==> src/core/ssu_pkg.sv <==
// ============================================================
// shared constants and types for the sigma/sum unit
package ssu_pkg;

    // word width of the hash helpers
    localparam int WORD_W = 32;
    // register width for each base
    localparam int NARROW_XLEN = 32;
    localparam int WIDE_XLEN = 64;

    // ============================================================
    // rotation and shift amounts, 256 variant
    localparam int SIG0_ROT_A = 7;
    localparam int SIG0_ROT_B = 18;
    localparam int SIG0_SHR = 3;
    localparam int SIG1_ROT_A = 17;
    localparam int SIG1_ROT_B = 19;
    localparam int SIG1_SHR = 10;
    localparam int SUM0_ROT_A = 2;
    localparam int SUM0_ROT_B = 13;
    localparam int SUM0_ROT_C = 22;
    localparam int SUM1_ROT_A = 6;
    localparam int SUM1_ROT_B = 11;
    localparam int SUM1_ROT_C = 25;

    // ============================================================
    // 512 variant sigma0 amounts, applied across two words
    localparam int WSIG0_ROT_A = 1;
    localparam int WSIG0_ROT_B = 8;
    localparam int WSIG0_SHR = 7;

    // ============================================================
    // instruction field values
    localparam logic [6:0] OPC_IMM = 7'h13;
    localparam logic [6:0] OPC_REG = 7'h33;
    localparam logic [2:0] F3_UNARY = 3'h1;
    localparam logic [2:0] F3_BINARY = 3'h0;
    localparam logic [6:0] F7_UNARY = 7'h08;
    localparam logic [4:0] SEL_SUM0 = 5'h00;
    localparam logic [4:0] SEL_SUM1 = 5'h01;
    localparam logic [4:0] SEL_SIG0 = 5'h02;
    localparam logic [4:0] SEL_SIG1 = 5'h03;
    localparam logic [6:0] F7_WSIG0_HI = 7'h2E;
    localparam logic [6:0] F7_WSIG0_LO = 7'h2A;

    // fixed latency in cycles, issue to result
    localparam int LATENCY = 1;

    // decoded operation
    typedef enum logic [2:0] {
        SSU_OP_NONE = 3'b000,
        SSU_OP_SIG0 = 3'b001,
        SSU_OP_SIG1 = 3'b010,
        SSU_OP_SUM0 = 3'b011,
        SSU_OP_SUM1 = 3'b100,
        SSU_OP_WHI = 3'b101,
        SSU_OP_WLO = 3'b110
    } ssu_op_t;

    // instruction word split into its fields
    typedef struct packed {
        logic [6:0] funct7;
        logic [4:0] src2_field;
        logic [4:0] src1_field;
        logic [2:0] funct3;
        logic [4:0] dest_field;
        logic [6:0] opcode;
    } ssu_insn_t;

endpackage

==> src/core/ssu_unit.sv <==
`timescale 1ns/1ps
module ssu_unit #(
    parameter int XLEN = ssu_pkg::NARROW_XLEN
) (
    input wire logic sys_clk,
    input wire logic rst,
    input wire logic issue_valid,
    input wire ssu_pkg::ssu_insn_t issue_insn,
    input wire logic [XLEN-1:0] first_source_reg,
    input wire logic [XLEN-1:0] second_source_reg,
    output logic result_valid,
    output logic [XLEN-1:0] result_data,
    output logic [4:0] result_dest,
    output logic not_claimed
);

    // ============================================================
    // helpers

    // rotate a word right by a fixed amount
    function automatic logic [31:0] rotate_right_word(
        input logic [31:0] w,
        input int unsigned n
    );
        return (w >> n) | (w << (ssu_pkg::WORD_W - n));
    endfunction

    // ============================================================
    // operand words
    logic [31:0] src1_word; // low word of first source
    logic [31:0] src2_word; // low word of second source
    logic narrow_base; // half ops only exist here

    assign src1_word = first_source_reg[31:0];
    assign src2_word = second_source_reg[31:0];
    assign narrow_base = (XLEN == ssu_pkg::NARROW_XLEN);

    // ============================================================
    // decode
    ssu_pkg::ssu_op_t dec_op; // matched operation

    // fixed field compare, no data dependence
    always_comb begin
        dec_op = ssu_pkg::SSU_OP_NONE;
        // single-source word ops, both bases
        if (issue_insn.opcode == ssu_pkg::OPC_IMM &&
            issue_insn.funct3 == ssu_pkg::F3_UNARY &&
            issue_insn.funct7 == ssu_pkg::F7_UNARY) begin
            unique case (issue_insn.src2_field)
                ssu_pkg::SEL_SIG0: dec_op = ssu_pkg::SSU_OP_SIG0;
                ssu_pkg::SEL_SIG1: dec_op = ssu_pkg::SSU_OP_SIG1;
                ssu_pkg::SEL_SUM0: dec_op = ssu_pkg::SSU_OP_SUM0;
                ssu_pkg::SEL_SUM1: dec_op = ssu_pkg::SSU_OP_SUM1;
                default: dec_op = ssu_pkg::SSU_OP_NONE;
            endcase
        end
        // two-source half ops, narrow base only
        else if (narrow_base &&
                 issue_insn.opcode == ssu_pkg::OPC_REG &&
                 issue_insn.funct3 == ssu_pkg::F3_BINARY) begin
            if (issue_insn.funct7 == ssu_pkg::F7_WSIG0_HI) begin
                dec_op = ssu_pkg::SSU_OP_WHI;
            end
            else if (issue_insn.funct7 == ssu_pkg::F7_WSIG0_LO) begin
                dec_op = ssu_pkg::SSU_OP_WLO;
            end
        end
    end

    // ============================================================
    // datapath: every function is always computed
    logic [31:0] sig0_w; // message schedule sigma0
    logic [31:0] sig1_w; // message schedule sigma1
    logic [31:0] sum0_w; // round sum0
    logic [31:0] sum1_w; // round sum1
    logic [31:0] half_common; // terms shared by both halves
    logic [31:0] upper_half_w; // high word of 512 sigma0
    logic [31:0] lower_half_w; // low word of 512 sigma0
    logic [31:0] word_res; // selected word result

    // 256 variant, same for 224 digest, no mode input
    assign sig0_w = rotate_right_word(src1_word, ssu_pkg::SIG0_ROT_A)
                  ^ rotate_right_word(src1_word, ssu_pkg::SIG0_ROT_B)
                  ^ (src1_word >> ssu_pkg::SIG0_SHR);
    assign sig1_w = rotate_right_word(src1_word, ssu_pkg::SIG1_ROT_A)
                  ^ rotate_right_word(src1_word, ssu_pkg::SIG1_ROT_B)
                  ^ (src1_word >> ssu_pkg::SIG1_SHR);
    // round sum0
    assign sum0_w = rotate_right_word(src1_word, ssu_pkg::SUM0_ROT_A)
                  ^ rotate_right_word(src1_word, ssu_pkg::SUM0_ROT_B)
                  ^ rotate_right_word(src1_word, ssu_pkg::SUM0_ROT_C);
    // round sum1
    assign sum1_w = rotate_right_word(src1_word, ssu_pkg::SUM1_ROT_A)
                  ^ rotate_right_word(src1_word, ssu_pkg::SUM1_ROT_B)
                  ^ rotate_right_word(src1_word, ssu_pkg::SUM1_ROT_C);

    // left shifts that bring the other word's bits across
    localparam int WSIG0_LSH_A = ssu_pkg::WORD_W - ssu_pkg::WSIG0_ROT_A;
    localparam int WSIG0_LSH_B = ssu_pkg::WORD_W - ssu_pkg::WSIG0_ROT_B;
    localparam int WSIG0_LSH_S = ssu_pkg::WORD_W - ssu_pkg::WSIG0_SHR;

    // first source is the half being produced, second the other half
    assign half_common = (src1_word >> ssu_pkg::WSIG0_ROT_A)
                       ^ (src1_word >> ssu_pkg::WSIG0_SHR)
                       ^ (src1_word >> ssu_pkg::WSIG0_ROT_B)
                       ^ (src2_word << WSIG0_LSH_A)
                       ^ (src2_word << WSIG0_LSH_B);
    // shift right never carries low bits into the high word
    assign upper_half_w = half_common;
    // low word also gets high bits shifted in
    assign lower_half_w = half_common
                        ^ (src2_word << WSIG0_LSH_S);

    // result select
    always_comb begin
        word_res = '0;
        unique case (dec_op)
            ssu_pkg::SSU_OP_SIG0: word_res = sig0_w;
            ssu_pkg::SSU_OP_SIG1: word_res = sig1_w;
            ssu_pkg::SSU_OP_SUM0: word_res = sum0_w;
            ssu_pkg::SSU_OP_SUM1: word_res = sum1_w;
            ssu_pkg::SSU_OP_WHI: word_res = upper_half_w;
            ssu_pkg::SSU_OP_WLO: word_res = lower_half_w;
            default: word_res = '0;
        endcase
    end

    // ============================================================
    // result registers, one cycle for every operation

    // result handshake
    always_ff @(posedge sys_clk or posedge rst) begin
        if (rst) begin
            result_valid <= 1'b0;
            not_claimed <= 1'b0;
        end
        else begin
            result_valid <= issue_valid &&
                            dec_op != ssu_pkg::SSU_OP_NONE;
            not_claimed <= issue_valid &&
                           dec_op == ssu_pkg::SSU_OP_NONE;
        end
    end

    // result data, sign extended on the wide base
    always_ff @(posedge sys_clk or posedge rst) begin
        if (rst) begin
            result_data <= '0;
            result_dest <= 5'h00;
        end
        else if (issue_valid) begin
            result_data <= XLEN'($signed(word_res));
            result_dest <= issue_insn.dest_field;
        end
    end

    // ============================================================
    // checks

    // reference rotate built another way
    function automatic logic [31:0] ref_ror(
        input logic [31:0] w,
        input int unsigned n
    );
        logic [63:0] t;
        t = {w, w} >> n;
        return t[31:0];
    endfunction

    // reference 64-bit rotate
    function automatic logic [63:0] ref_ror64(
        input logic [63:0] w,
        input int unsigned n
    );
        logic [127:0] t;
        t = {w, w} >> n;
        return t[63:0];
    endfunction

    // reference 512 sigma0
    function automatic logic [63:0] ref_wsig0(input logic [63:0] w);
        return ref_ror64(w, 1) ^ ref_ror64(w, 8) ^ (w >> 7);
    endfunction
endmodule

==> config.mk <==
export PLATFORM = sky130hd
export DESIGN_NAME = ssu_unit
export DESIGN_NICKNAME = d
export VERILOG_FILES = /design/src/core/ssu_pkg.sv /design/src/core/ssu_unit.sv
export SDC_FILE = /design/constraint.sdc
export NUM_CORES = 1
export LEC_CHECK = 0
export BUFFER_PORTS_ARGS = -buffer_cell sky130_fd_sc_hd__buf_2
export CORE_AREA = 2 2 99 101
export CTS_CLUSTER_SIZE = 28
export DETAILED_ROUTE_END_ITERATION = 10
export DIE_AREA = 0 0 101 103
export GPL_ROUTABILITY_DRIVEN = 0
export PLACE_DENSITY = 0.88
export SYNTH_ARGS = -nofsm -noshare
export SYNTH_HDL_FRONTEND = slang
export SYNTH_SLANG_ARGS = --single-unit
==> constraint.sdc <==
create_clock -name sys_clk -period 2.63 [get_ports sys_clk]
set_input_delay 0.1315 -clock sys_clk [delete_from_list [all_inputs] [get_ports sys_clk]]
set_output_delay 0.1315 -clock sys_clk [all_outputs]
set_load 0.03 [all_outputs]
==> results.yml, run 1 <==
sta:
  hold_viol: 0
  clock.fmax_mhz: 619.3
  min_period_ps: 1615
  tightest_slew_ps: 659.2
  slew_headroom_pct: 56.00
  tns_ps: 0
  fin_worst_skew_ps: 0
  final-setup-viol-count: 0
  drv_slew: 0
  finalCritPeriodShare_pct: 61.40
  grt_setup_unrepaired: "false"
yosys:
  synth_top_area_share_pct: 25.89
  postSynthCellCount: 603
  synth_top_flop_cell: "dfrtp_1"
  avgSynthCellArea_um2: 8.638
  synth_top_cell_by_area: "xnor2_1"
  ys_seq_elements: 39
  yosys_warnings: 0
  synth_area_leaders: "xnor2_1 (26%), dfrtp_1 (19%), xor2_1 (16%)"
  yosysSeqAreaShare_pct: 18.74
  synth.cell_area_um2: 5209
  synth.distinct_cells: 47
  syn_nets: 702
  synth_edf_count: 0
  async_reset_ff_share_pct: 100.0
pwr:
  powerDensity_nw_per_um2: 341.2
  ir_drop_v: 0.0001877
  finalPower_mw: 1.958
  p_leak_nw: 2.391
grt:
  overflow: 0
  grt_pass1_vias: 5167
  grt_usage_pct: 32.81
  grt_pass1_wl_um: 26500
  antenna_found_initial: 0
  grt_start_max_net_pins: 37
worst_setup_path:
  worstPathRequired_ps: 2860
  path_max_fanout: 29
  rr_worst_depth: 2
  regToRegStartpoint: "result_data[24]$_DFFE_PP0P_"
  cp_num_cells: 7
  cp_cell_sequence: "buf_2 > nor4b_2 > nand2_2 > nor3_4 > buf_4 > a22oi_1 > a21oi_1"
  critPathBufInv: 2
  path_delay_family: "simple AND/OR/NAND/NOR gates"
  crit_path_max_incr_delay_ps: 400
  startpoint_type: "primary input"
  cp-end-kind: "register"
  critPathCapture: "result_data[9]$_DFFE_PP0P_"
  critPathKind: "in2reg"
  r2r_slack_ps: 1680
  crit_start: "issue_insn[23]"
  cp_slowest_cell: "nor4b_2"
  arrival_ps: 1840
  r2r-end: "result_data[24]$_DFFE_PP0P_"
layout:
  layout_commonest_cell: "xnor2_1"
  fill_cells: 784
  area_growth_pct: 10.14
  final_cell_mix: "xnor2_1 (154), buf_2 (108), xor2_1 (98)"
  final_nets: 767
  n_antenna_cell: 0
  drive_above_1_share_pct: 22.12
routing:
  wl_um: 16730
  num_vias: 5095
  drtIter0Drc: 671
  viasPerCell: 6.507
  firstDrtPassIters: 6
  route.detailed.drc: 0
  routedWlPerCell_um: 21.37
  antenna_left: 0
floorplan:
  start_util_pct: 55.07
  core_area_um2: 9459
  row_count: 36
  die_y_um: 103
  die_area_um2: 10400
  ios: 138
  dieWidth_um: 101
run_status:
  status: "finished, final reports clean"
clocking:
  numCtsBuffers: 5
  cts_resized: 0
  clkSinkCount: 39
  insertion_delay_ps: 300
  htree_levels: 2
  cts_tree: "built"
  cts_root_buf: "clkbuf_8"
  post_cts_buffers: 0
  clkTransAtPathRegs_ps: 80
  clk_path_buf_depth: 2
placed_design:
  hpwlAfterDp_um: 11250
  io_buffers: 108
hold_path:
  worstHoldPathType: "in2reg"
  hold_depth: 2
flow_run:
  drv_cap: 0
## cells in the mapped netlist (all sizes together) (2+ instances only)
| library cell | number |
|---|---|
| nor3b | 3 |
| mux2i | 23 |
| a31o | 3 |
| nor2 | 9 |
| and4b | 2 |
| o21ai | 32 |
| nor2b | 10 |
| a221oi | 5 |
| nor3 | 3 |
| or2 | 3 |
| buf | 47 |
| a31oi | 2 |
| nand3 | 3 |
| a21o | 3 |
| nand2 | 9 |
| a32o | 3 |
| inv | 4 |
| o32ai | 3 |
| xor2 | 98 |
| dfrtp | 39 |
| nor4 | 3 |
| clkbuf | 14 |
| xnor2 | 154 |
| nand4 | 3 |
| mux2 | 5 |
| a211o | 2 |
| a21oi | 80 |
| nor4b | 3 |
| a22oi | 26 |
## worst register-to-register path: stages (launching register included)
cell and delay, ps:
dfrtp_1 420, a221oi_1 310, a31oi_1 120
## final cells by class
class	instances	area (µm²)	area share, %
clock inverters	3	15.01	0.2617
inverters	4	15.01	0.2617
repair buffers	119	625.6	10.91
well taps	114	142.6	2.486
clock buffers	5	68.82	1.200
multi-input cells	499	3894	67.87
flip-flops and latches	39	975.9	17.01
## metrics by stage
| stage | hold slack [ps] | instance area, µm² | util, % | cells | setup slack (ps) |
|---|---|---|---|---|---|
| final | 60.00 | 5737 | 60.65 | 783 | 1015 |
| after global routing | 65.78 | 5737 | 60.65 | 783 | 915.7 |
| after CTS | 57.31 | 5737 | 60.65 | 783 | 1062 |
| after detailed placement | 255.1 | 5643 | 59.66 | 774 | 764.4 |
| after global placement | 252.1 | 5643 | 59.66 | 774 | 814.9 |
| after floorplan | 283.2 | 5209 | - | 603 | 1175 |
## timing repair
item,CTS,global route
endpoints found under the hold margin,15,0
setup endpoints to repair,0,0
hold buffers,1,0
## routing by layer
layer / vias up / GRT usage (%) / wire [µm]
li1: 2179 / - / -
met1: 2361 / 40.60 / 5989
met2: 426 / 51.44 / 7290
met3: 129 / 6.508 / 2352
met4: 0 / 23.08 / 1099
met5: - / 0 / 0
## how the worst min path moves through the flow
stage | endpoint | from | slack (ps)
finish | result_dest[4]$_DFFE_PP0P_ | issue_insn[11] | 60
global route | result_dest[2]$_DFFE_PP0P_ | issue_insn[9] | 70
CTS | result_dest[4]$_DFFE_PP0P_ | issue_insn[11] | 60
detailed placement | result_data[7]$_DFFE_PP0P_ | rst | 260
global placement | result_data[7]$_DFFE_PP0P_ | rst | 250
floorplan | result_dest[0]$_DFFE_PP0P_ | issue_insn[7] | 280
## logic make-up (layout without fill, tap and decap cells)
group                     count (synthesis)  after routing  share of synthesized area [%]
muxes                                    28             28                          5.501
and+or+nand+nor                          56             56                          8.023
AOI/OAI and AO/OA                       162            162                          18.42
buffers and inverters                    65            131                          6.510
DFF                                      39             39                          18.74
xor gates and xnor gates                253            253                          42.81
## flip-flops by register name, summed over array words and instances, names as in the netlist
name	count
result_data	32
not_claimed	1
result_valid	1
result_dest	5
## power by group
part           switching [mW]  internal, mW  leakage, nW
Sequential            0.00437         0.610        0.530
Clock                   0.236         0.182       0.0477
Combinational           0.536         0.389         1.81
Total                   0.777          1.18         2.39
(Power assumes the default switching activity.)
==> inputs of run 2 (changes only) <==
--- a/config.mk
+++ b/config.mk
@@ -6,12 +6,12 @@
 export NUM_CORES = 1
 export LEC_CHECK = 0
 export BUFFER_PORTS_ARGS = -buffer_cell sky130_fd_sc_hd__buf_2
-export CORE_AREA = 2 2 99 101
+export CORE_AREA = 2 2 106 108
 export CTS_CLUSTER_SIZE = 28
 export DETAILED_ROUTE_END_ITERATION = 10
-export DIE_AREA = 0 0 101 103
+export DIE_AREA = 0 0 108 110
 export GPL_ROUTABILITY_DRIVEN = 0
-export PLACE_DENSITY = 0.88
+export PLACE_DENSITY = 0.82
 export SYNTH_ARGS = -nofsm -noshare
 export SYNTH_HDL_FRONTEND = slang
 export SYNTH_SLANG_ARGS = --single-unit
==> constraint.sdc (replaced) <==
create_clock -name sys_clk -period 1.35 [get_ports sys_clk]
set_input_delay 0.0675 -clock sys_clk [delete_from_list [all_inputs] [get_ports sys_clk]]
set_output_delay 0.0675 -clock sys_clk [all_outputs]
set_load 0.03 [all_outputs]
==> results.yml, run 2 (same netlist as run 1, synthesis figures left out) <==
run_status:
  status: "finished with violations"
  violations: "negative setup slack"
grt:
  grt_pass1_vias: 5763
  grt_pass1_wl_um: 29980
  antenna_found_initial: 0
  grt_start_max_net_pins: 40
  overflow: 0
  grt_usage_pct: 33.05
pwr:
  finalPower_mw: 4.304
  p_leak_nw: 2.958
  ir_drop_v: 0.0004720
  powerDensity_nw_per_um2: 633.1
layout:
  final_cell_mix: "xnor2_1 (154), buf_2 (108), buf_4 (100)"
  final-seq-area_um2: 975.9
  top_regs: "result_data (32), result_dest (5)"
  regMostFlops: "result_data"
  multi_input_area_um2: 3943
  fill_cells: 835
  layout_commonest_cell: "xnor2_1"
  fin_cells: 917
  drive_above_1_share_pct: 33.08
  area_growth_pct: 30.53
  largest_reg_flops: 32
  n_antenna_cell: 0
  final_nets: 875
sta:
  drv_slew: 0
  setup_ws_ps: -28.35
  min_period_ps: 1378
  hold_viol: 0
  final-setup-viol-count: 4
  clock.fmax_mhz: 725.5
  finalCritPeriodShare_pct: 102.1
  fin_worst_skew_ps: 0
  tns_ps: -60.30
  tightest_slew_ps: 626.2
  slew_headroom_pct: 58.20
  grt_setup_unrepaired: "true"
clocking:
  clkTransAtPathRegs_ps: 100
  clk_path_buf_depth: 2
  cts_tree: "built"
  insertion_delay_ps: 300
  cts_root_buf: "clkbuf_8"
  clkSinkCount: 39
  numCtsBuffers: 5
  htree_levels: 2
worst_setup_path:
  path_max_fanout: 12
  cp_slowest_cell: "nor4b_4"
  r2r_slack_ps: 360
  regToRegStartpoint: "result_data[24]$_DFFE_PP0P_"
  crit_path_max_incr_delay_ps: 430
  cpMostUsedCell: "a21oi_1"
  cp_cell_sequence: "buf_2 > nor4b_4 > nand3_4 > nor3_4 > buf_4 > a21oi_1 > a21oi_1"
  cp-end-kind: "register"
  critPathKind: "in2reg"
  rr_worst_depth: 2
  r2r-end: "result_data[24]$_DFFE_PP0P_"
  arrival_ps: 1620
  startpoint_type: "primary input"
  worstPathRequired_ps: 1590
placed_design:
  dp.cells: 902
  hpwlAfterDp_um: 14390
  io_buffers: 108
  dp_slack_ps: -336.0
routing:
  antenna_left: 0
  route.detailed.drc: 0
  drtIter0Drc: 683
  wl_um: 19790
  firstDrtPassIters: 8
  viasPerCell: 6.210
  num_vias: 5695
  routedWlPerCell_um: 21.58
hold_path:
  hold_start: "issue_valid"
  hold_path_end: "result_dest[0]$_DFFE_PP0P_"
  hold_depth: 2
  worstHoldPathType: "in2reg"
floorplan:
  ios: 138
  row_count: 38
  start_util_pct: 48.69
  dieWidth_um: 108
  die_area_um2: 11880
  die_y_um: 110
  core_area_um2: 10700
flow_run:
  drv_cap: 0
-- run 2: changes by cell type in the layout (fill, tap and decap cells not counted), sizes merged --
cell / previous run / this run
clkinv: 3 / 0
clkinvlp: 0 / 2
inv: 4 / 5
dlygate4sd3: 1 / 6
buf: 118 / 221
-- run 2: where the power goes --
part | total, mW | internal (mW) | switching (mW)
clock network | 0.903 | 0.371 | 0.532
registers | 1.20 | 1.19 | 0.00828
logic | 2.21 | 1.02 | 1.18
total | 4.30 | 2.58 | 1.72
-- run 2: timing repair --
action / in CTS / in global routing
hold endpoints to repair: 44 / 0
gates resized for setup: 1 / 9
buffers inserted: 1 / 0
cloned: 0 / 0
hold buffers: 6 / 0
pin swaps: 1 / 1
setup endpoints to repair: 3 / 14
-- run 2: worst max path at each step --
stage              startpoint                           to  slack (ps)  cells after the start
6_report       issue_insn[29]  result_data[25]$_DFFE_PP0P_         -30                      7
5_1_grt        issue_insn[29]  result_data[25]$_DFFE_PP0P_         -60                      7
4_1_cts        issue_insn[25]  result_data[29]$_DFFE_PP0P_          10                      7
3_5_place_dp    issue_insn[6]  result_data[29]$_DFFE_PP0P_        -340                      7
3_3_place_gp    issue_insn[6]  result_data[31]$_DFFE_PP0P_        -220                      7
2_1_floorplan   issue_insn[6]   result_data[0]$_DFFE_PP0P_          -2                      7
-- run 2: through the flow --
step	area, µm²	hold WS [ps]	util [%]
after detailed placement	6588	228.8	61.58
after floorplan	5224	219.2	-
after CTS	6751	149.8	63.11
final	6799	172.7	63.56
after global placement	6588	227.8	61.58
after global routing	6799	178.4	63.56
-- run 2: layout make-up --
cell class / count / area share, %
clock buffers: 5 / 1.012
flip-flops and latches: 39 / 14.35
repair buffers: 227 / 23.50
multi-input cells: 499 / 57.99
clock inverters: 3 / 0.3497
well taps: 140 / 2.576
inverters: 4 / 0.2208
-- run 2: layer usage --
metal	up-vias	GRT usage [%]	part of all wire, %	routed length (µm)
li1	2395	-	-	-
met1	2650	40.52	36	7143
met2	504	54.45	45	8879
met3	146	6.643	12	2431
met4	0	18.50	6.8	1339
met5	-	0	0	0
-- run 2: worst max-delay path: cells and delay by family --
kind,cells,cell delay [ps]
simple gates,3,870
buf+inv,2,380
compound gates,2,290
==> inputs of run 3 (changes only) <==
--- a/config.mk
+++ b/config.mk
@@ -12,6 +12,7 @@
 export DIE_AREA = 0 0 108 110
 export GPL_ROUTABILITY_DRIVEN = 0
 export PLACE_DENSITY = 0.82
+export SETUP_SLACK_MARGIN = 0.15
 export SYNTH_ARGS = -nofsm -noshare
 export SYNTH_HDL_FRONTEND = slang
 export SYNTH_SLANG_ARGS = --single-unit
==> results.yml, run 3 (same netlist as run 1, synthesis figures left out) <==
sta:
  grt_setup_unrepaired: "true"
  setup_ws_ps: -161.2
  clock.fmax_mhz: 661.7
  finalCritPeriodShare_pct: 111.9
  min_period_ps: 1511
  fin_worst_skew_ps: 0
  slew_headroom_pct: 50.72
  hold_viol: 0
  final-setup-viol-count: 11
  tightest_slew_ps: 738.4
  drv_slew: 0
worst_setup_path:
  cp-end-kind: "register"
  cp_cell_sequence: "buf_6 > nor4b_4 > nand3_4 > nor3_4 > buf_6 > clkbuf_16 > a32o_1 > a21o_1"
  cp_num_cells: 8
  startpoint_type: "primary input"
  arrival_ps: 1740
  rr_worst_depth: 2
  path_delay_family: "simple AND/OR/NAND/NOR gates"
  critPathKind: "in2reg"
  critPathBufInv: 3
  path_max_fanout: 7
  cp_slowest_cell: "nor4b_4"
  crit_path_max_incr_delay_ps: 440
  worstPathRequired_ps: 1580
  cpMostUsedCell: "buf_6"
grt:
  antenna_found_initial: 1
  top_usage_layer: "met2"
  grt_start_max_net_pins: 40
  grt_pass1_wl_um: 31220
  use_met1_pct: 40.08
  overflow: 0
  grt_pass1_vias: 5947
  use_met2_pct: 54.00
  grt_usage_pct: 34.28
  use_met3_pct: 9.583
clocking:
  cts_root_buf: "clkbuf_8"
  clkTransAtPathRegs_ps: 110
  insertion_delay_ps: 300
  htree_levels: 2
  numCtsBuffers: 5
  clkSinkCount: 39
  cts_tree: "built"
  clk_path_buf_depth: 2
layout:
  final-seq-area_um2: 975.9
  top_regs: "result_data (32), result_dest (5)"
  n_antenna_cell: 0
  area_growth_pct: 34.45
  drive_above_1_share_pct: 35.43
  fin_cells: 919
  utilization_pct: 65.46
  fill_cells: 804
  largest_reg_flops: 32
  final_nets: 877
  final_cell_area_um2: 7003
  final_cell_mix: "xnor2_1 (152), buf_2 (106), xor2_1 (98)"
  multi_input_area_um2: 4028
  regMostFlops: "result_data"
  layout_commonest_cell: "xnor2_1"
routing:
  route.detailed.drc: 0
  firstDrtPassIters: 8
  num_vias: 6015
  antenna_left: 0
  drtIter0Drc: 890
  routedWlPerCell_um: 24.33
  wl_um: 22360
  viasPerCell: 6.545
hold_path:
  hold_depth: 6
  worstHoldPathType: "in2reg"
pwr:
  powerDensity_nw_per_um2: 630.0
  finalPower_mw: 4.412
  p_leak_nw: 3.031
  ir_drop_v: 0.0005350
flow_run:
  drv_cap: 0
floorplan:
  start_util_pct: 48.69
  dieWidth_um: 108
  row_count: 38
  die_area_um2: 11880
  ios: 138
  die_y_um: 110
  core_area_um2: 10700
placed_design:
  hpwlAfterDp_um: 14190
  dp_slack_ps: -265.4
  dp.cells: 895
  dpl_cell_area_um2: 6575
  io_buffers: 108
run_status:
  status: "finished with violations"
  violations: "negative setup slack"
[run 3: cell types whose count changed in the layout (fill, tap and decap cells not counted), sizes merged]
cell,before,now
clkbuf,5,7
[run 3: repair_timing]
item,4_1_cts,5_1_grt
hold endpoints to repair,44,0
cloned,0,3
pin swaps,4,15
gates resized for setup,10,31
hold buffers,6,0
setup buffers,2,5
setup endpoints to repair,32,32
[run 3: final timing paths]
path	from	end	slack [ps]
max	issue_insn[6]	result_data[30]$_DFFE_PP0P_	-160
min	issue_insn[13]	result_valid$_DFF_PP0_	250
max reg2reg	result_data[30]$_DFFE_PP0P_	result_data[30]$_DFFE_PP0P_	270
min reg2reg	result_dest[1]$_DFFE_PP0P_	result_dest[1]$_DFFE_PP0P_	510
max in group asynchronous	rst	result_data[26]$_DFFE_PP0P_	560
min in group asynchronous	rst	result_data[30]$_DFFE_PP0P_	420
[run 3: power breakdown]
part	internal [mW]	switching, mW
clock	0.371	0.533
combinational	1.03	1.28
sequential	1.19	0.00899
total	2.59	1.82
[run 3: area by class of cell]
class                      instances  share of cell area, %
clock inverter                     3                 0.3395
inverter                           4                 0.2144
multi-input combinational        499                  57.51
timing repair buffer             229                  24.51
clock buffer                       5                 0.9827
sequential                        39                  13.94
tap                              140                  2.501
[run 3: worst register-to-register path, cell delays in order (launching register included)]
cell and delay (ps):
dfrtp_1 470, a32o_1 250, a21o_1 230
[run 3: stage by stage]
stage               TNS, ps  hold WS [ps]
finish               -379.4         247.7
global route         -499.0         255.5
CTS                       0         247.9
detailed placement    -6771         228.9
global placement      -4503         222.1
floorplan            -7.926         219.2
[run 3: per-layer routing]
metal / share of wire [%] / wire (µm)
met5: 0.058 / 13
met4: 9.7 / 2169
met3: 14 / 3061
met2: 43 / 9649
met1: 33 / 7465
